[src/capture_pkg.sv]
// Purpose: shared constants and types of the dual channel input capture unit
// Assumes: 8-bit register port with byte-wide offsets
// Notes: channel one is index 0, channel two is index 1
package capture_pkg;

  // ----------------------------------------------------------------
  // register offsets
  // ----------------------------------------------------------------
  localparam logic [7:0] ADDR_CTRL_STATUS = 8'h56;
  localparam logic [7:0] ADDR_IRQ_PRIORITY = 8'h57;
  localparam logic [7:0] ADDR_CH1_TRIGGER = 8'h58;
  localparam logic [7:0] ADDR_CH1_SELECT = 8'h59;
  localparam logic [7:0] ADDR_CH1_LOW = 8'h5a;
  localparam logic [7:0] ADDR_CH1_HIGH = 8'h5b;
  localparam logic [7:0] ADDR_CH2_TRIGGER = 8'h5c;
  localparam logic [7:0] ADDR_CH2_SELECT = 8'h5d;
  localparam logic [7:0] ADDR_CH2_LOW = 8'h5e;
  localparam logic [7:0] ADDR_CH2_HIGH = 8'h5f;

  // ----------------------------------------------------------------
  // reset values
  // ----------------------------------------------------------------
  localparam logic [7:0] RST_CTRL_STATUS = 8'h00;
  localparam logic [1:0] RST_IRQ_PRIORITY = 2'h0;
  localparam logic [7:0] RST_TRIGGER = 8'h00;
  localparam logic [7:0] RST_SELECT = 8'h00;

  // ----------------------------------------------------------------
  // field positions
  // ----------------------------------------------------------------
  localparam int CS_RESET_CH2 = 3;
  localparam int CS_RESET_CH1 = 2;
  localparam int TRIG_MODE_LSB = 6;
  localparam int TRIG_LATCH_LSB = 4;
  localparam int TRIG_START_LSB = 2;
  localparam int TRIG_STOP_LSB = 0;
  localparam int SEL_START_PORT_LSB = 6;
  localparam int SEL_START_BIT_LSB = 4;
  localparam int SEL_STOP_PORT_LSB = 2;
  localparam int SEL_STOP_BIT_LSB = 0;

  // ----------------------------------------------------------------
  // field encodings
  // ----------------------------------------------------------------
  localparam logic [1:0] MODE_OFF = 2'h0;
  localparam logic [1:0] MODE_START_STOP = 2'h1;
  localparam logic [1:0] MODE_FREE = 2'h2;
  localparam logic [1:0] MODE_UNTIL_STOP = 2'h3;
  localparam logic [1:0] EDGE_RISE = 2'h1;
  localparam logic [1:0] EDGE_FALL = 2'h2;
  localparam logic [1:0] EDGE_BOTH = 2'h3;
  localparam logic [1:0] TEST_MODE = 2'h3;
  localparam logic [15:0] COUNT_MAX = 16'hffff;

  // ----------------------------------------------------------------
  // timing
  // ----------------------------------------------------------------
  localparam int TICK_DIV_DEFAULT = 1; // ref clocks per counter tick

  // per-channel run state
  typedef enum logic [2:0] {
    ST_IDLE = 3'b001,
    ST_RUN = 3'b010,
    ST_HALT = 3'b100
  } run_state_t;

endpackage : capture_pkg

[src/dual_channel_input_capture.sv]
// Purpose: two-channel input capture with latching, rollover and status
// Assumes: strobes one cycle long; read data registered one cycle later
// Notes: channel one is array index 0, channel two is index 1
//
// What this block does
// - two channels, each with a 16-bit counter advanced once per tick
// - capture pins resampled on the tick, so requests come late
// - status flag sets in the same cycle the interrupt request rises
// - start and stop pins each chosen from bit 1,3,5,7 of four ports
// - each input disabled, rising, falling or either-edge sensitive
// - either condition may request interrupt and may latch the count
// - counter only cleared by software reset command
// - wrap from all ones to zero sets rollover bit, no interrupt
// - low byte read snapshots high byte for the later high read
// - start-stop mode counts from start condition until stop condition
// - one count latch per channel, overwritten by each latch event
// - free mode counts always, conditions only latch the count
// - until-stop mode halts at stop until software rewrites trigger
// - status bits 7..4 report ch2 start, ch2 stop, ch1 start, ch1 stop
// - status bit 3 reports ch2 rollover, bit 2 ch1 rollover
// - status read clears bits 7..2 and the interrupt, not enables
// - write bits 7..4 set the four condition interrupt enables
// - writing one to bit 3 or 2 zeroes counter and rollover
// - bits 1:0 equal 11 gives test mode, bytes count without carry
// - trigger bits 7:6 choose off, start-stop, free, until-stop
// - trigger bits 5:4 choose latch on none, stop, start, either
// - trigger bits 3:2 start edge, 1:0 stop edge
// - select bits choose port and bit for start and stop
`timescale 1ns/1ns
module dual_channel_input_capture #(
  parameter int TICK_DIV = capture_pkg::TICK_DIV_DEFAULT
) (
  input wire logic ref_clk_i,
  input wire logic resetn_i,
  input wire logic [7:0] addr_i,
  input wire logic [7:0] wdata_i,
  input wire logic wr_i,
  input wire logic rd_i,
  output logic [7:0] rdata_o,
  input wire logic [7:0] port_c_i,
  input wire logic [7:0] port_d_i,
  input wire logic [7:0] port_f_i,
  input wire logic [7:0] port_g_i,
  output logic irq_o,
  output logic [1:0] irq_priority_o
);
  import capture_pkg::*;

  // ----------------------------------------------------------------
  // functions
  // ----------------------------------------------------------------
  // edge match for one condition
  function automatic logic edge_hit(input logic [1:0] sel, input logic rise,
                                    input logic fall);
    edge_hit = (sel[0] & rise) | (sel[1] & fall);
  endfunction : edge_hit

  // next counter value, carry broken in test mode
  function automatic logic [15:0] bump(input logic [15:0] cnt, input logic test);
    logic [15:0] res;
    res = cnt + 16'h0001;
    if (test) begin
      res = {cnt[15:8] + 8'h01, cnt[7:0] + 8'h01};
    end
    bump = res;
  endfunction : bump

  // ----------------------------------------------------------------
  // declarations
  // ----------------------------------------------------------------
  logic rst_meta_n;
  logic rst_n;
  logic tick;
  logic [3:0] irq_en;
  logic [1:0] test_sel;
  logic [1:0] prio;
  logic [7:0] trig [2];
  logic [7:0] src [2];
  logic [1:0] start_rise;
  logic [1:0] start_fall;
  logic [1:0] stop_rise;
  logic [1:0] stop_fall;
  logic [1:0] start_ev;
  logic [1:0] stop_ev;
  logic [1:0] trig_wr;
  logic [1:0] sw_clear;
  logic [1:0] count_en;
  logic [1:0] wrap;
  logic [1:0] latch_ev;
  logic [1:0] mode [2];
  logic [1:0] latch_sel [2];
  run_state_t run_st [2];
  run_state_t next_run_st [2];
  logic [15:0] count [2];
  logic [15:0] latched [2];
  logic [7:0] high_hold [2];
  logic [3:0] cond_flags;
  logic [3:0] cond_set;
  logic [1:0] rollover;
  logic status_rd;
  logic test_on;

  // ----------------------------------------------------------------
  // reset release
  // ----------------------------------------------------------------
  // asynchronous assert, two-flop synchronous release
  always_ff @(posedge ref_clk_i or negedge resetn_i) begin
    if (!resetn_i) begin
      rst_meta_n <= 1'b0;
      rst_n <= 1'b0;
    end else begin
      rst_meta_n <= 1'b1;
      rst_n <= rst_meta_n;
    end
  end

  // ----------------------------------------------------------------
  // tick and pin selection
  // ----------------------------------------------------------------
  capture_tick_divider #(
    .DIV(TICK_DIV)
  ) u_tick (
    .clk_i(ref_clk_i),
    .rst_n_i(rst_n),
    .tick_o(tick)
  );

  // one selector per condition of each channel
  for (genvar c = 0; c < 2; c++) begin : g_chan
    capture_input_sel u_start (
      .clk_i(ref_clk_i),
      .rst_n_i(rst_n),
      .tick_i(tick),
      .port_c_i(port_c_i),
      .port_d_i(port_d_i),
      .port_f_i(port_f_i),
      .port_g_i(port_g_i),
      .port_sel_i(src[c][SEL_START_PORT_LSB +: 2]),
      .bit_sel_i(src[c][SEL_START_BIT_LSB +: 2]),
      .rise_o(start_rise[c]),
      .fall_o(start_fall[c])
    );
    capture_input_sel u_stop (
      .clk_i(ref_clk_i),
      .rst_n_i(rst_n),
      .tick_i(tick),
      .port_c_i(port_c_i),
      .port_d_i(port_d_i),
      .port_f_i(port_f_i),
      .port_g_i(port_g_i),
      .port_sel_i(src[c][SEL_STOP_PORT_LSB +: 2]),
      .bit_sel_i(src[c][SEL_STOP_BIT_LSB +: 2]),
      .rise_o(stop_rise[c]),
      .fall_o(stop_fall[c])
    );
  end

  // ----------------------------------------------------------------
  // decode and condition events
  // ----------------------------------------------------------------
  // strobe decode plus per-channel events
  always_comb begin
    status_rd = rd_i && (addr_i == ADDR_CTRL_STATUS);
    trig_wr[0] = wr_i && (addr_i == ADDR_CH1_TRIGGER);
    trig_wr[1] = wr_i && (addr_i == ADDR_CH2_TRIGGER);
    sw_clear[0] = wr_i && (addr_i == ADDR_CTRL_STATUS) && wdata_i[CS_RESET_CH1];
    sw_clear[1] = wr_i && (addr_i == ADDR_CTRL_STATUS) && wdata_i[CS_RESET_CH2];
    test_on = (test_sel == TEST_MODE);
    for (int c = 0; c < 2; c++) begin
      mode[c] = trig[c][TRIG_MODE_LSB +: 2];
      latch_sel[c] = trig[c][TRIG_LATCH_LSB +: 2];
      start_ev[c] = edge_hit(trig[c][TRIG_START_LSB +: 2], start_rise[c],
                             start_fall[c]);
      stop_ev[c] = edge_hit(trig[c][TRIG_STOP_LSB +: 2], stop_rise[c],
                            stop_fall[c]);
      latch_ev[c] = (latch_sel[c][0] & stop_ev[c]) |
                    (latch_sel[c][1] & start_ev[c]);
      count_en[c] = tick && (run_st[c] == ST_RUN) && (mode[c] != MODE_OFF);
      wrap[c] = count_en[c] && (count[c] == COUNT_MAX);
    end
  end

  // ----------------------------------------------------------------
  // software registers
  // ----------------------------------------------------------------
  // control/status write side: enables and test field
  always_ff @(posedge ref_clk_i or negedge rst_n) begin
    if (!rst_n) begin
      irq_en <= RST_CTRL_STATUS[7:4];
      test_sel <= RST_CTRL_STATUS[1:0];
    end else if (wr_i && (addr_i == ADDR_CTRL_STATUS)) begin
      irq_en <= wdata_i[7:4];
      test_sel <= wdata_i[1:0];
    end
  end

  // interrupt priority register
  always_ff @(posedge ref_clk_i or negedge rst_n) begin
    if (!rst_n) begin
      prio <= RST_IRQ_PRIORITY;
    end else if (wr_i && (addr_i == ADDR_IRQ_PRIORITY)) begin
      prio <= wdata_i[1:0];
    end
  end

  // trigger and select registers of both channels
  always_ff @(posedge ref_clk_i or negedge rst_n) begin
    if (!rst_n) begin
      trig[0] <= RST_TRIGGER;
      trig[1] <= RST_TRIGGER;
      src[0] <= RST_SELECT;
      src[1] <= RST_SELECT;
    end else if (wr_i) begin
      case (addr_i)
        ADDR_CH1_TRIGGER: trig[0] <= wdata_i;
        ADDR_CH2_TRIGGER: trig[1] <= wdata_i;
        ADDR_CH1_SELECT: src[0] <= wdata_i;
        ADDR_CH2_SELECT: src[1] <= wdata_i;
        default: ;
      endcase
    end
  end

  // ----------------------------------------------------------------
  // run state
  // ----------------------------------------------------------------
  // stop beats start when both land on one tick
  always_comb begin
    for (int c = 0; c < 2; c++) begin
      next_run_st[c] = run_st[c];
      case (run_st[c])
        ST_IDLE: begin
          if ((mode[c] == MODE_FREE) || (mode[c] == MODE_UNTIL_STOP)) begin
            next_run_st[c] = ST_RUN;
          end else if ((mode[c] == MODE_START_STOP) && start_ev[c] && !stop_ev[c]) begin
            next_run_st[c] = ST_RUN;
          end
        end
        ST_RUN: begin
          if (mode[c] == MODE_OFF) begin
            next_run_st[c] = ST_IDLE;
          end else if ((mode[c] == MODE_START_STOP) && stop_ev[c]) begin
            next_run_st[c] = ST_IDLE;
          end else if ((mode[c] == MODE_UNTIL_STOP) && stop_ev[c]) begin
            next_run_st[c] = ST_HALT;
          end
        end
        ST_HALT: next_run_st[c] = ST_HALT;
        default: next_run_st[c] = ST_IDLE;
      endcase
      // a trigger write re-arms the channel
      if (trig_wr[c]) begin
        next_run_st[c] = ST_IDLE;
      end
    end
  end

  // run state flops
  always_ff @(posedge ref_clk_i or negedge rst_n) begin
    if (!rst_n) begin
      run_st[0] <= ST_IDLE;
      run_st[1] <= ST_IDLE;
    end else begin
      run_st[0] <= next_run_st[0];
      run_st[1] <= next_run_st[1];
    end
  end

  // ----------------------------------------------------------------
  // counters
  // ----------------------------------------------------------------
  // only the software command zeroes a counter
  always_ff @(posedge ref_clk_i or negedge rst_n) begin
    if (!rst_n) begin
      count[0] <= 16'h0000;
      count[1] <= 16'h0000;
    end else begin
      for (int c = 0; c < 2; c++) begin
        if (sw_clear[c]) begin
          count[c] <= 16'h0000;
        end else if (count_en[c]) begin
          count[c] <= bump(count[c], test_on);
        end
      end
    end
  end

  // rollover latches; a wrap wins over a clear in the same cycle
  always_ff @(posedge ref_clk_i or negedge rst_n) begin
    if (!rst_n) begin
      rollover <= 2'h0;
    end else begin
      rollover <= (rollover & ~sw_clear & ~{2{status_rd}}) | wrap;
    end
  end

  // ----------------------------------------------------------------
  // count latch and stale-data hold
  // ----------------------------------------------------------------
  // newest latch event always overwrites
  always_ff @(posedge ref_clk_i or negedge rst_n) begin
    if (!rst_n) begin
      latched[0] <= 16'h0000;
      latched[1] <= 16'h0000;
    end else begin
      for (int c = 0; c < 2; c++) begin
        if (latch_ev[c]) begin
          latched[c] <= count[c];
        end
      end
    end
  end

  // low byte read freezes the matching high byte
  always_ff @(posedge ref_clk_i or negedge rst_n) begin
    if (!rst_n) begin
      high_hold[0] <= 8'h00;
      high_hold[1] <= 8'h00;
    end else if (rd_i && (addr_i == ADDR_CH1_LOW)) begin
      high_hold[0] <= latched[0][15:8];
    end else if (rd_i && (addr_i == ADDR_CH2_LOW)) begin
      high_hold[1] <= latched[1][15:8];
    end
  end

  // ----------------------------------------------------------------
  // status flags and interrupt
  // ----------------------------------------------------------------
  // condition flags in status bit order 7..4
  assign cond_set = {start_ev[1], stop_ev[1], start_ev[0], stop_ev[0]};

  // set beats the read clear in the same cycle
  always_ff @(posedge ref_clk_i or negedge rst_n) begin
    if (!rst_n) begin
      cond_flags <= 4'h0;
    end else begin
      cond_flags <= (cond_flags & ~{4{status_rd}}) | cond_set;
    end
  end

  // request follows the flags in the same cycle they set
  assign irq_o = (|(cond_flags & irq_en)) && (prio != 2'h0);
  assign irq_priority_o = prio;

  // ----------------------------------------------------------------
  // read port
  // ----------------------------------------------------------------
  // read data valid in the cycle after the strobe only
  always_ff @(posedge ref_clk_i or negedge rst_n) begin
    if (!rst_n) begin
      rdata_o <= 8'h00;
    end else if (rd_i) begin
      case (addr_i)
        ADDR_CTRL_STATUS: rdata_o <= {cond_flags, rollover, 2'h0};
        ADDR_CH1_LOW: rdata_o <= latched[0][7:0];
        ADDR_CH1_HIGH: rdata_o <= high_hold[0];
        ADDR_CH2_LOW: rdata_o <= latched[1][7:0];
        ADDR_CH2_HIGH: rdata_o <= high_hold[1];
        default: rdata_o <= 8'h00;
      endcase
    end else begin
      rdata_o <= 8'h00;
    end
  end

endmodule : dual_channel_input_capture

[src/capture_tick_divider.sv]
// Purpose: makes the one-cycle count tick that paces the capture unit
// Assumes: DIV of at least one
// Notes: with DIV of one the tick is high every cycle
`timescale 1ns/1ns
module capture_tick_divider #(
  parameter int DIV = capture_pkg::TICK_DIV_DEFAULT
) (
  input wire logic clk_i,
  input wire logic rst_n_i,
  output logic tick_o
);
  import capture_pkg::*;

  logic [15:0] div_cnt;

  // ----------------------------------------------------------------
  // divider
  // ----------------------------------------------------------------
  // wraps at DIV-1 and pulses the tick
  always_ff @(posedge clk_i or negedge rst_n_i) begin
    if (!rst_n_i) begin
      div_cnt <= 16'h0000;
    end else if (div_cnt == 16'(DIV - 1)) begin
      div_cnt <= 16'h0000;
    end else begin
      div_cnt <= div_cnt + 16'h0001;
    end
  end

  assign tick_o = (div_cnt == 16'(DIV - 1));

endmodule : capture_tick_divider

[src/capture_input_sel.sv]
// Purpose: picks one capture pin, resamples it on the tick, finds its edges
// Assumes: port pins synchronous to the clock
// Notes: edge pulses last one cycle, on a tick cycle only
`timescale 1ns/1ns
module capture_input_sel (
  input wire logic clk_i,
  input wire logic rst_n_i,
  input wire logic tick_i,
  input wire logic [7:0] port_c_i,
  input wire logic [7:0] port_d_i,
  input wire logic [7:0] port_f_i,
  input wire logic [7:0] port_g_i,
  input wire logic [1:0] port_sel_i,
  input wire logic [1:0] bit_sel_i,
  output logic rise_o,
  output logic fall_o
);
  import capture_pkg::*;

  logic [7:0] port_val;
  logic pin;
  logic samp1;
  logic samp2;
  logic samp3;

  // port then odd bit 1, 3, 5 or 7
  always_comb begin
    case (port_sel_i)
      2'h0: port_val = port_c_i;
      2'h1: port_val = port_d_i;
      2'h2: port_val = port_f_i;
      default: port_val = port_g_i;
    endcase
    pin = port_val[{bit_sel_i, 1'b1}];
  end

  // ----------------------------------------------------------------
  // tick-paced resampling
  // ----------------------------------------------------------------
  // samp1 feeds only samp2; edges compare samp2 and samp3
  always_ff @(posedge clk_i or negedge rst_n_i) begin
    if (!rst_n_i) begin
      samp1 <= 1'b0;
      samp2 <= 1'b0;
      samp3 <= 1'b0;
    end else if (tick_i) begin
      samp1 <= pin;
      samp2 <= samp1;
      samp3 <= samp2;
    end
  end

  assign rise_o = tick_i & samp2 & ~samp3;
  assign fall_o = tick_i & ~samp2 & samp3;

endmodule : capture_input_sel

[config.mk]
export PLATFORM = sky130hd
export DESIGN_NAME = dual_channel_input_capture
export DESIGN_NICKNAME = d
export VERILOG_FILES = /design/src/capture_pkg.sv /design/src/dual_channel_input_capture.sv /design/src/capture_tick_divider.sv /design/src/capture_input_sel.sv
export SDC_FILE = /design/constraint.sdc
export NUM_CORES = 1
export LEC_CHECK = 0
export BUFFER_PORTS_ARGS = -buffer_cell sky130_fd_sc_hd__buf_2
export CAP_MARGIN = 20
export CORE_MARGIN = 3
export CORE_UTILIZATION = 30
export DETAILED_ROUTE_END_ITERATION = 6
export PLACE_DENSITY_LB_ADDON = 0.12
export SYNTH_ARGS = -nofsm -noshare
export SYNTH_HDL_FRONTEND = slang
export SYNTH_SLANG_ARGS = --single-unit
[constraint.sdc]
create_clock -name ref_clk_i -period 10.4 [get_ports ref_clk_i]
set_input_delay 3.12 -clock ref_clk_i [delete_from_list [all_inputs] [get_ports ref_clk_i]]
set_output_delay 3.12 -clock ref_clk_i [all_outputs]
set_load 0.01 [all_outputs]
* After elaboration in Yosys (flattened, before gate mapping) *
Index checks and enable logic that the tools add are counted.

cells by class
  muxes and demuxes = 35
  reduce and logical (&&, ||, !) cells = 48
  add/sub/neg operators = 7
  order comparisons = 4
  equality and inequality tests = 37
  bitwise operators = 52

operator list
  cell                     count
  $mux W16                 7
  $pmux W8 S3              4
  $eq A8 B7 Y1 const B     10
  $add A16 B1 Y16 const B  3
  $pmux W8 S5              1
  $mux W3                  12
  $add A8 B1 Y8 const B    4
  $eq A16 B16 Y1 const B   2
  $and A1 B1 Y1            28
  $logic_and A1 B1 Y1      24
  $eq A2 B2 Y1 const B     9
  $pmux W3 S3              2
  $logic_not A16 Y1        1
  $lt A3 B4 Y1 const B     4
  $reduce_and A2 Y1        7
  $eq A2 B1 Y1 const B     6
  $logic_not A2 Y1         6
  $ne A5 B2 Y1 const B     2
  $reduce_bool A2 Y1       5
  $not A1 Y1               9
  $and A4 B4 Y4            2
  $bmux W1 S2              4
  $mux W8                  1
  $ne A4 B4 Y1 const B     2
  13 further kinds         28

storage, ports and cells
  input port bits = 52
  output and inout bits = 11
  word-level logic and storage cells = 216
  register bits after elaboration = 170

* Longest topological paths before layout *
Gate-level depths: netlist of the first run.

  depth in word-level cells = 11
  gate-level depth with buffers = 9
  mapped depth without buffers = 7

* Modules after synthesis *
A second synthesis of the first run with hierarchy kept.

second synthesis, totals
  cells, all modules = 700
  area, all modules = 8336.7 um^2

modules (own cells, without submodules)
  module                      cells each  area each (um^2)  times used  seq. area each (um^2)
  dual_channel_input_capture  532         6475.0            1           3555.9
  capture_input_sel           25          269.0             4           75.1
  capture_tick_divider        68          785.8             1           400.4

* Least setup slack after synthesis of the first run *
No wires, ideal clock.

  kind = input-to-reg
  start point = in addr_i[5]
  end point = reg high_hold[0] (netlist name)
  required time = 10.275 ns
  buffers on the path = 2
  stages = 6
  library setup time = 0.125 ns
  arrival = 4.514 ns
  setup slack = 5.761 ns
  cell sequence = nor4bb_1 and3_1 clkbuf_1 and3_1 buf_2 mux2_2

on the way
  word-level cells in the longest chain between the ends = 4
  elaborated cells between the ends (all ways) = 6
  classes of those cells = 2 x eq/ne; 1 x bitwise; 3 x reduce/logical

ends and longest elaborated chain
  what                             line                               source
  start, declared                  dual_channel_input_capture.sv:35   input wire logic [7:0] addr_i,
  $eq A8 B7 Y1                     dual_channel_input_capture.sv:319  end else if (rd_i && (addr_i == ADDR_CH1_LOW)) begin
  $logic_and A1 B1 Y1              dual_channel_input_capture.sv:319
  $not A1 Y1 (no line)             --
  $reduce_and A2 Y1 (no line) (*)  --
  end, declared                    dual_channel_input_capture.sv:96   logic [7:0] high_hold [2];

Every way passes the cells marked *; elsewhere a longest branch is shown, timed or not.
A chain may end at the register's enable or synchronous reset.

* Worst setup path after layout of the first run *
  start point = in addr_i[5]
  end point = reg trig, in the netlist mode[1]

on the way
  word-level cells in the longest chain between the ends = 2

ends and longest elaborated chain
  what                         line                               source
  $eq A8 B7 Y1                 dual_channel_input_capture.sv:214  case (addr_i)
  $reduce_and A2 Y1 (no line)  --
  end, declared                dual_channel_input_capture.sv:77   logic [7:0] trig [2];

Every way passes these cells.

==> summary.txt, run 1 <==
Timing
  • Final period util: between 40 and 50%
  • Fin Setup TNS: 0 ns
  • Final Hold Fails: 0
  • Worst Skew: about 0.015 ns
  • Tmin final: around 4.8 ns
  • RSZ-0062 raised after global routing: no
  • Fmax: approximately 210 MHz
  • Fin. max-slew vios: 0
  • Worst slew margin relative to its limit: roughly a third
  • Slew of the pin with the lowest slew margin: 1.00 ns
  • Final setup fails: 0
  • Fin Hold WS: ~0.3 ns

Placement
  • Port Buffers: 46
  • Gpl congestion: around 0.84
  • Post-Place Cell Area: roughly 0.0087 mm^2
  • Post-DP HPWL: roughly 14 mm

Final layout
  • Area Growth Syn to Fin: 13.8%
  • Fin area: around 0.0093 mm^2
  • Ant diodes: 0
  • Ratio of cells with drive above 1 in the final layout: 25.5%
  • Fill cells: 2,612
  • Total Nets Final: ~820

CTS
  • Latest clock arrival within the worst-skew pair: between 0.4 and 0.5 ns
  • CTS Sinks: 170
  • TritonCTS clock tree: done
  • Cts hold-fix bufs: 0
  • Clk root buf: clkbuf_16
  • H-Tree Depth: 4
  • CTS Buf Count: 17
  • Bufs on Longest Clock Path: 2
  • Reg clk slew, reported paths: 0.07 ns
  • Post_cts resized: 0
  • Post-CTS setup buffers: 0

Worst setup path
  • CP Class: input pin to flip-flop
  • Reg2reg path depth: 7
  • Worst setup EP type: flip-flop
  • CP required: roughly 11 ns
  • Startpoint class of the critical path: input pin
  • Arrival @ worst endpoint: between 5 and 6 ns
  • Crit Path Max Fanout: 12

Floorplanning
  • Chip width: 171 um
  • Boundary Pins: 63
  • Core Area: approximately 0.026 mm^2
  • Die Ht: between 150 and 200 um
  • Full die area: slightly below 0.03 mm^2
  • Row cnt: 59
  • Starting Density: between 30% and 40%

Pwr
  • Pleak: roughly 4.2 nW
  • Combinational Power Share: a little under a tenth
  • Max VDD drop: slightly below 90 uV
  • Sw frac: about a quarter
  • Internal Power: between 0.001 and 0.0015 W
  • Sw power: roughly 0.00039 W
  • Clock power share: 41.8%
  • Reg power frac: 49.1%
  • Pwr/cell area: 163 mW/mm^2

Synth
  • Cell area after synthesis: between 0.008 and 0.009 mm^2
  • EDFF count, synth: 0
  • Largest family of logic cells by synthesized area: multiplexers
  • Synthesized net count: roughly 780
  • Synth Instances: 724
  • Simple-Gate Fraction of Synth Area: between 10% and 20%
  • Synth Area in Compound Gates: a little over 9%
  • Count of cell types in the netlist: 59
  • Ys flop type: dfrtp_1
  • Yosys warning count: 0
  • Post-synthesis sequential area ratio: between 50% and 60%
  • Adder-Cell Fraction of Synth Area: less than 1%
  • Ys async rst share: 100%
  • Multiplexer area fraction after synthesis: 17.3%
  • Post-synthesis xor/xnor area fraction: under 10%
  • Synth Register Bits: 170
  • Mapped Avg Cell Area: around 11 um^2

Global routing
  • Vias in the first global route: roughly 6,000
  • Total GRT Usage: between 10 and 15%
  • First-pass GRT wire length: ~33 mm
  • Largest net degree at the start of global routing: 78
  • Global route overflow: 0
  • Antenna violations before repair: 0

Detailed routing
  • DRC viols: 0
  • Routed wire length per instance: 18.0 um
  • Routed Antenna Nets: 0
  • WL final: roughly 20 mm
  • Vias per inst: 5.16
  • Iteration-0 DRC Markers: 293
  • Initial DRT Pass Iterations: 5
  • Via Count: around 5,700

Outcome
  • Outcome: finished clean

Flow run
  • Max_cap viols: 0

Min path
  • HP Class: flip-flop to asynchronous set/reset pin
==> layer usage <==
layer  vias up  wire (um)  global-route usage [%]
met5         -          0                       0
met4         0        356                    4.83
met3        26        555                    2.66
met2        81       9460                    22.7
met1      2914       9570                    19.7
li1       2677          -                       -
==> placed cells by master, fill, tap and decap left out, types with 9 or more instances in the layout <==
master	n
dfrtp_1	167
mux2_2	96
nand2_1	69
nor2_1	50
buf_2	46
o21ai_0	34
nand3_1	28
a21oi_1	27
xnor2_1	20
clkbuf_16	17
mux2i_1	13
and3_1	12
inv_1	11
o211ai_1	11
xor2_1	10
nand3b_1	9
mux4_2	9
or3_1	9
==> stage by stage <==
step	cells	utilization, %	worst slack, ns	total power (W)
floorplan	724	-	5.32	0.000840
global placement	1073	32.9	5.19	0.000889
detailed placement	1073	32.9	5.19	0.000894
CTS	1105	35.2	5.64	0.00153
global route	1105	35.2	5.57	0.00159
finish	1105	35.2	5.63	0.00151
==> synth_stat cells (12+ instances only) <==
library cell  count  share of area [%]
dfrtp_1         168                 51
mux2_2           96                 13
nand2_1          69                3.2
nor2_1           50                2.3
o21ai_0          34                2.1
nand3_1          28                1.7
a21oi_1          27                1.7
clkbuf_1         24                1.1
xnor2_1          20                2.1
mux2i_1          13                1.6
and3_1           12               0.92
==> cells by family after synthesis <==
logic type,count (synthesis)
simple gates,234
xor+xnor,30
other cells,1
flops,170
mux,118
compound gates,118
fa+ha+maj,6
buf+inv,47
==> worst max-delay path: stages <==
cell	delay, ns
buf_2	0.09
nor4bb_1	0.63
and3b_1	0.33
nand3_1	0.44
mux2_2	0.45
==> final timing paths <==
path,from,to,slack [ns]
worst max-delay path,addr_i[5],mode[1],5.63
worst min-delay path,rst_n,latched[23],0.29
worst max register to register,u_tick.div_cnt[0],latched[2],7.80
worst min register to register,rst_n,latched[23],0.29
max in group asynchronous,resetn_i,rst_n,7.84
min in group ref_clk_i,rst_meta_n,rst_n,0.36
==> power groups by stage <==
stage | Sequential (W) | Clock [W] | Combinational, W
floorplan | 0.000744 | 0 | 0.0000955
CTS | 0.000743 | 0.000651 | 0.000140
finish | 0.000742 | 0.000632 | 0.000138
global route | 0.000749 | 0.000681 | 0.000155
global placement | 0.000753 | 0 | 0.000136
detailed placement | 0.000755 | 0 | 0.000140
==> registers in the layout, summed over array words and instances (netlist names), 4 cells and up <==
name,count
mode,4
count,32
run_st,6
latched,32
u_tick.div_cnt,16
latch_sel,4
irq_en,4
rdata_o,8
src,16
cond_flags,4
trig,8
high_hold,16
==> final cells by class <==
type / instances / area [um^2] / area share, %
Clock buffer: 19 / 443 / 4.77
Timing Repair Buffer: 50 / 260 / 2.80
Sequential cell: 170 / 4260 / 45.8
Multi-Input combinational cell: 507 / 3730 / 40.1
Clock inverter: 13 / 145 / 1.56
Inverter: 11 / 41.3 / 0.444
Tap cell: 335 / 419 / 4.51
No activity file was read; power rests on OpenSTA's default activity.
==> run 2: changes to the inputs <==
==> constraint.sdc (replaced) <==
create_clock -name ref_clk_i -period 4.6 [get_ports ref_clk_i]
set_input_delay 1.38 -clock ref_clk_i [delete_from_list [all_inputs] [get_ports ref_clk_i]]
set_output_delay 1.38 -clock ref_clk_i [all_outputs]
set_load 0.01 [all_outputs]
==> run 2 against run 1 <==
Effect of this change: die area is the same; largest cell class unchanged; global-route usage shrank 0.28 points; first-iteration DRC count grew 12%; clock skew shrank 0.0015 ns; sequential share of layout area grew 0.080 points.
==> summary.txt, run 2 (synthesis results as in run 1) <==
Pwr
  • Sw frac: between 20% and 30%
  • Reg power frac: 49.6%
  • Pleak: 4.16 nW
  • Max VDD drop: between 200 and 250 uV
  • Clock power share: approximately 41%
  • Sw power: about 0.00088 W
  • Internal Power: ~0.0025 W
  • Pwr/cell area: between 300 and 400 mW/mm^2
  • Combinational Power Share: under 10%
  • Total power draw: 0.00337 W

Global routing
  • Largest net degree at the start of global routing: approximately 170
  • Vias in the first global route: between 5,000 and 6,000
  • Antenna violations before repair: 0
  • First-pass GRT wire length: 31.9 mm
  • Total GRT Usage: 14.0%
  • Global route overflow: 0

Final layout
  • Multi-input gate area: around 0.0037 mm^2
  • Ant diodes: 0
  • Most frequent cells in the layout: dfrtp_1, mux2_2, nand2_1
  • Top flop regs: count: 32 flops, latched: 32 flops
  • Ratio of cells with drive above 1 in the final layout: between 20% and 30%
  • FF/Latch Area: between 0.004 and 0.005 mm^2
  • Fill cells: between 2,000 and 3,000
  • Commonest non-fill, non-tap cell in the layout: dfrtp_1
  • Total Nets Final: roughly 800
  • Area Growth Syn to Fin: 13.6%

Detailed routing
  • Iteration-0 DRC Markers: about 330
  • DRC viols: 0
  • Top Layer Used: met4
  • Via Count: approximately 5,600
  • Vias per inst: around 5.1
  • Routed wire length per instance: ~18 um
  • Met2 WL: a little under 10 mm
  • Detailed-routing wirelength on met1: just over 9 mm
  • Initial DRT Pass Iterations: 7
  • Routed Antenna Nets: 0
  • WL final: between 15 and 20 mm
  • Met3 WL: just under 500 um

Timing
  • RSZ-0062 raised after global routing: no
  • Final Hold Fails: 0
  • Tmin final: around 3.1 ns
  • Fin Setup TNS: 0 ns
  • Slew of the pin with the lowest slew margin: 0.995 ns
  • Worst slew margin relative to its limit: 33.7%
  • Fmax: about 330 MHz
  • Final period util: between 60 and 70%
  • Fin Hold WS: approximately 0.36 ns
  • Fin. max-slew vios: 0
  • Worst Skew: approximately 0.014 ns
  • Final setup fails: 0

CTS
  • H-Tree Depth: 4
  • Reg clk slew, reported paths: 0.07 ns
  • CTS Sinks: 170
  • Cts hold-fix bufs: 0
  • TritonCTS clock tree: done
  • Bufs on Longest Clock Path: 2
  • Post-CTS setup buffers: 0
  • CTS Buf Count: 17
  • Latest clock arrival within the worst-skew pair: 0.43 ns
  • Clk root buf: clkbuf_16
  • Post_cts resized: 0

Floorplanning
  • Starting Density: 30.9%
  • Boundary Pins: 63
  • Chip width: ~170 um
  • Die Ht: between 150 and 200 um
  • Row cnt: 59
  • Core Area: approximately 0.026 mm^2
  • Full die area: about 0.03 mm^2

Min path
  • Hold path startpoint: rst_meta_n
  • HP Class: flip-flop to flip-flop

Worst setup path
  • Startpoint class of the critical path: input pin
  • Arrival @ worst endpoint: 3.36 ns
  • Worst setup EP type: flip-flop
  • CP required: around 4.9 ns
  • CP Class: input pin to flip-flop
  • RR Startpoint: u_tick.div_cnt[0]
  • Worst setup path startpoint: addr_i[5]
  • Crit Path Max Fanout: 8

Placement
  • Post-DP HPWL: 14.2 mm
  • Gpl congestion: around 0.79
  • Port Buffers: 46

Flow run
  • Max_cap viols: 0

Outcome
  • Outcome: finished clean
-- run 2: cell types whose count changed in the layout (fill, tap and decap cells not counted), sizes merged --
cell,before,now
bufinv,2,1
buf,50,49
inv,13,18
clkinv,6,3
clkbuf,19,18
-- run 2: metrics by stage --
step                      util (%)  instances  worst slack [ns]  area (um^2)
final                         35.1       1104              1.54         9280
after global placement        33.0       1072              1.12         8710
after CTS                     35.1       1104              1.53         9280
after detailed placement      33.0       1072              1.07         8710
after global routing          35.1       1104              1.48         9280
after floorplan                  -        724              1.70         8170
-- run 2: metal layers --
metal / track usage [%] / vias up
met5: 0 / -
met4: 4.55 / 0
met3: 2.66 / 18
met2: 22.9 / 71
met1: 18.8 / 2856
li1: - / 2684
-- run 2: area by class of cell --
type                            count  area share, %
Timing Repair Buffer               49           2.86
Multi-Input combinational cell    507           40.2
Clock buffer                       18           4.63
Tap cell                          335           4.52
Inverter                           11          0.445
Sequential cell                   170           45.9
Clock inverter                     14           1.48
-- run 2: power by group through the flow --
| stage | clock network (W) | logic, W | registers [W] |
|---|---|---|---|
| detailed placement | 0 | 0.000322 | 0.00170 |
| CTS | 0.00143 | 0.000323 | 0.00167 |
| floorplan | 0 | 0.000216 | 0.00168 |
| global placement | 0 | 0.000312 | 0.00170 |
| finish | 0.00139 | 0.000316 | 0.00167 |
| global route | 0.00150 | 0.000355 | 0.00169 |
-- run 2: final timing paths --
check                                           to  slack (ns)  depth (start not counted)
worst max register to register           run_st[3]        1.79                          8
max in group asynchronous       u_tick.div_cnt[13]        3.43                          1
worst min-delay path                         rst_n        0.36                          0
worst min register to register               rst_n        0.36                          0
worst max-delay path                        src[2]        1.54                          5
min in group asynchronous                count[26]        0.51                          1
-- run 2: critical path, cell delays in order --
cell	delay (ns)
buf_2	0.10
nor4bb_1	0.65
and3b_1	0.32
nand3_1	0.45
mux2_2	0.45
==> run 3: changes to the inputs <==
==> constraint.sdc (replaced) <==
create_clock -name ref_clk_i -period 2.4 [get_ports ref_clk_i]
set_input_delay 0.72 -clock ref_clk_i [delete_from_list [all_inputs] [get_ports ref_clk_i]]
set_output_delay 0.72 -clock ref_clk_i [all_outputs]
set_load 0.01 [all_outputs]
==> run 3 against run 2 <==
Effect of this change: first-iteration DRC count is 4.9% higher; largest cell class unchanged; highest routed layer unchanged; combinational power is 93% higher; largest power group unchanged; die area stayed put.
==> summary.txt, run 3 (synthesis results as in run 1) <==
Outcome
  • Outcome: finished clean

Timing
  • Final period util: roughly nine tenths
  • RSZ-0062 raised after global routing: no
  • Slew of the pin with the lowest slew margin: slightly above 0.6 ns
  • Fin Hold WS: about 0.061 ns
  • Fmax: ~450 MHz
  • Worst slew margin relative to its limit: between 50% and 60%
  • Tmin final: roughly 2.2 ns
  • Final setup fails: 0
  • Final Hold Fails: 0
  • Worst Skew: roughly 0.0094 ns
  • Fin. max-slew vios: 0
  • Fin Setup TNS: 0 ns

Detailed routing
  • Via Count: just under 6,000
  • Routed wire length per instance: ~18 um
  • Vias per inst: between 5 and 6
  • Initial DRT Pass Iterations: 6
  • WL final: about 20 mm
  • Routed Antenna Nets: 0
  • Iteration-0 DRC Markers: 345
  • DRC viols: 0

Final layout
  • Ratio of cells with drive above 1 in the final layout: approximately 29%
  • Total Nets Final: approximately 840
  • Final Util: a little over a third
  • Most frequent cells in the layout: dfrtp_1, mux2_2, nand2_1
  • Commonest non-fill, non-tap cell in the layout: dfrtp_1
  • Area Growth Syn to Fin: 18.4%
  • Top flop regs: count: 32 flops, latched: 32 flops
  • Ant diodes: 0

Pwr
  • Pleak: roughly 4.4 nW
  • Max VDD drop: approximately 410 uV
  • Pwr/cell area: 696 mW/mm^2

Worst setup path
  • Flop2flop setup slack: around 0.2 ns
  • CP Class: flip-flop to flip-flop
  • Worst setup EP type: flip-flop
  • CP required: between 2 and 3 ns
  • Startpoint class of the critical path: flip-flop
  • Arrival @ worst endpoint: between 2 and 3 ns
  • Crit Path Max Fanout: 17

Placement
  • Post-DP HPWL: between 10 and 15 mm
  • Gpl congestion: 0.823
  • Port Buffers: 46

Global routing
  • Antenna violations before repair: 0
  • Global route overflow: 0
  • First-pass GRT wire length: roughly 33 mm
  • Largest net degree at the start of global routing: 45
  • Vias in the first global route: around 5,900
  • Total GRT Usage: 14.3%

Floorplanning
  • Die Ht: 171 um
  • Boundary Pins: 63
  • Row cnt: 59
  • Core Area: 0.0264 mm^2
  • Full die area: 0.0292 mm^2
  • Chip width: roughly 170 um
  • Starting Density: between 30% and 40%

Min path
  • HP Class: input pin to asynchronous set/reset pin

CTS
  • Reg clk slew, reported paths: ~0.070 ns
  • Latest clock arrival within the worst-skew pair: around 0.43 ns
  • Clk root buf: clkbuf_16
  • H-Tree Depth: 4
  • TritonCTS clock tree: done
  • CTS Sinks: between 150 and 200
  • Cts hold-fix bufs: 0
  • Bufs on Longest Clock Path: 2
  • CTS Buf Count: 17

Flow run
  • Max_cap viols: 0
-- run 3: cell types whose count changed in the layout (fill, tap and decap cells not counted), moves of 2 or more --
cell | previous run | this run
bufinv_16 | 1 | 3
clkinv_4 | 1 | 4
buf_4 | 2 | 23
clkinvlp_4 | 3 | 0
inv_6 | 5 | 2
buf_12 | 1 | 9
-- run 3: final cells by class --
cell class	count	area [um^2]
Clock buffer	18	439
Clock inverter	14	186
Fill cell	2594	16800
Inverter	11	41.3
Multi-Input combinational cell	507	3730
Sequential cell	170	4260
Tap cell	335	419
Timing Repair Buffer	79	594
-- run 3: worst max-delay path, stage by stage, from the launching register on --
cell	delay, ns
dfrtp_1	0.38
inv_1	0.06
ha_1	0.17
nor4b_4	0.23
and4_4	0.28
buf_12	0.16
nand4_1	0.17
or4_1	0.50
a21oi_1	0.17
-- run 3: repair_timing --
action / CTS / global route
gates resized for setup: 0 / 5
setup buffers: 0 / 2
endpoints found under the setup margin: 0 / 5
-- run 3: metal layers --
layer | vias up | routed length (um) | share of wire [%] | global-route usage (%)
met5 | - | 0 | 0 | 0
met4 | 0 | 298 | 1.5 | 4.23
met3 | 21 | 656 | 3.3 | 2.77
met2 | 109 | 9910 | 49 | 23.6
met1 | 2993 | 9320 | 46 | 19.3
li1 | 2751 | - | - | -
-- run 3: final timing paths --
path                              startpoint            endpoint  cells after the start
setup / recovery           u_tick.div_cnt[0]           count[14]                      8
hold / removal                      resetn_i               rst_n                      1
setup reg to reg           u_tick.div_cnt[0]           count[14]                      8
hold reg to reg                        rst_n           count[29]                      0
max in group asynchronous              rst_n  u_tick.div_cnt[15]                      1
min in group ref_clk_i            rst_meta_n               rst_n                      0
-- run 3: power by group --
part,total (W),switching [W],internal [W]
sequential,0.00322,0.000179,0.00304
combinational,0.000609,0.000318,0.000291
clock,0.00291,0.00121,0.00170
-- run 3: through the flow --
step,worst slack [ns],instances,cell area [um^2],power [W]
after floorplan,0.161,724,8170,0.00364
after global placement,0.0849,1100,9020,0.00387
after detailed placement,0.0551,1100,9020,0.00389
after CTS,0.0542,1132,9650,0.00683
after global routing,0.0117,1134,9680,0.00704
final,0.199,1134,9680,0.00673
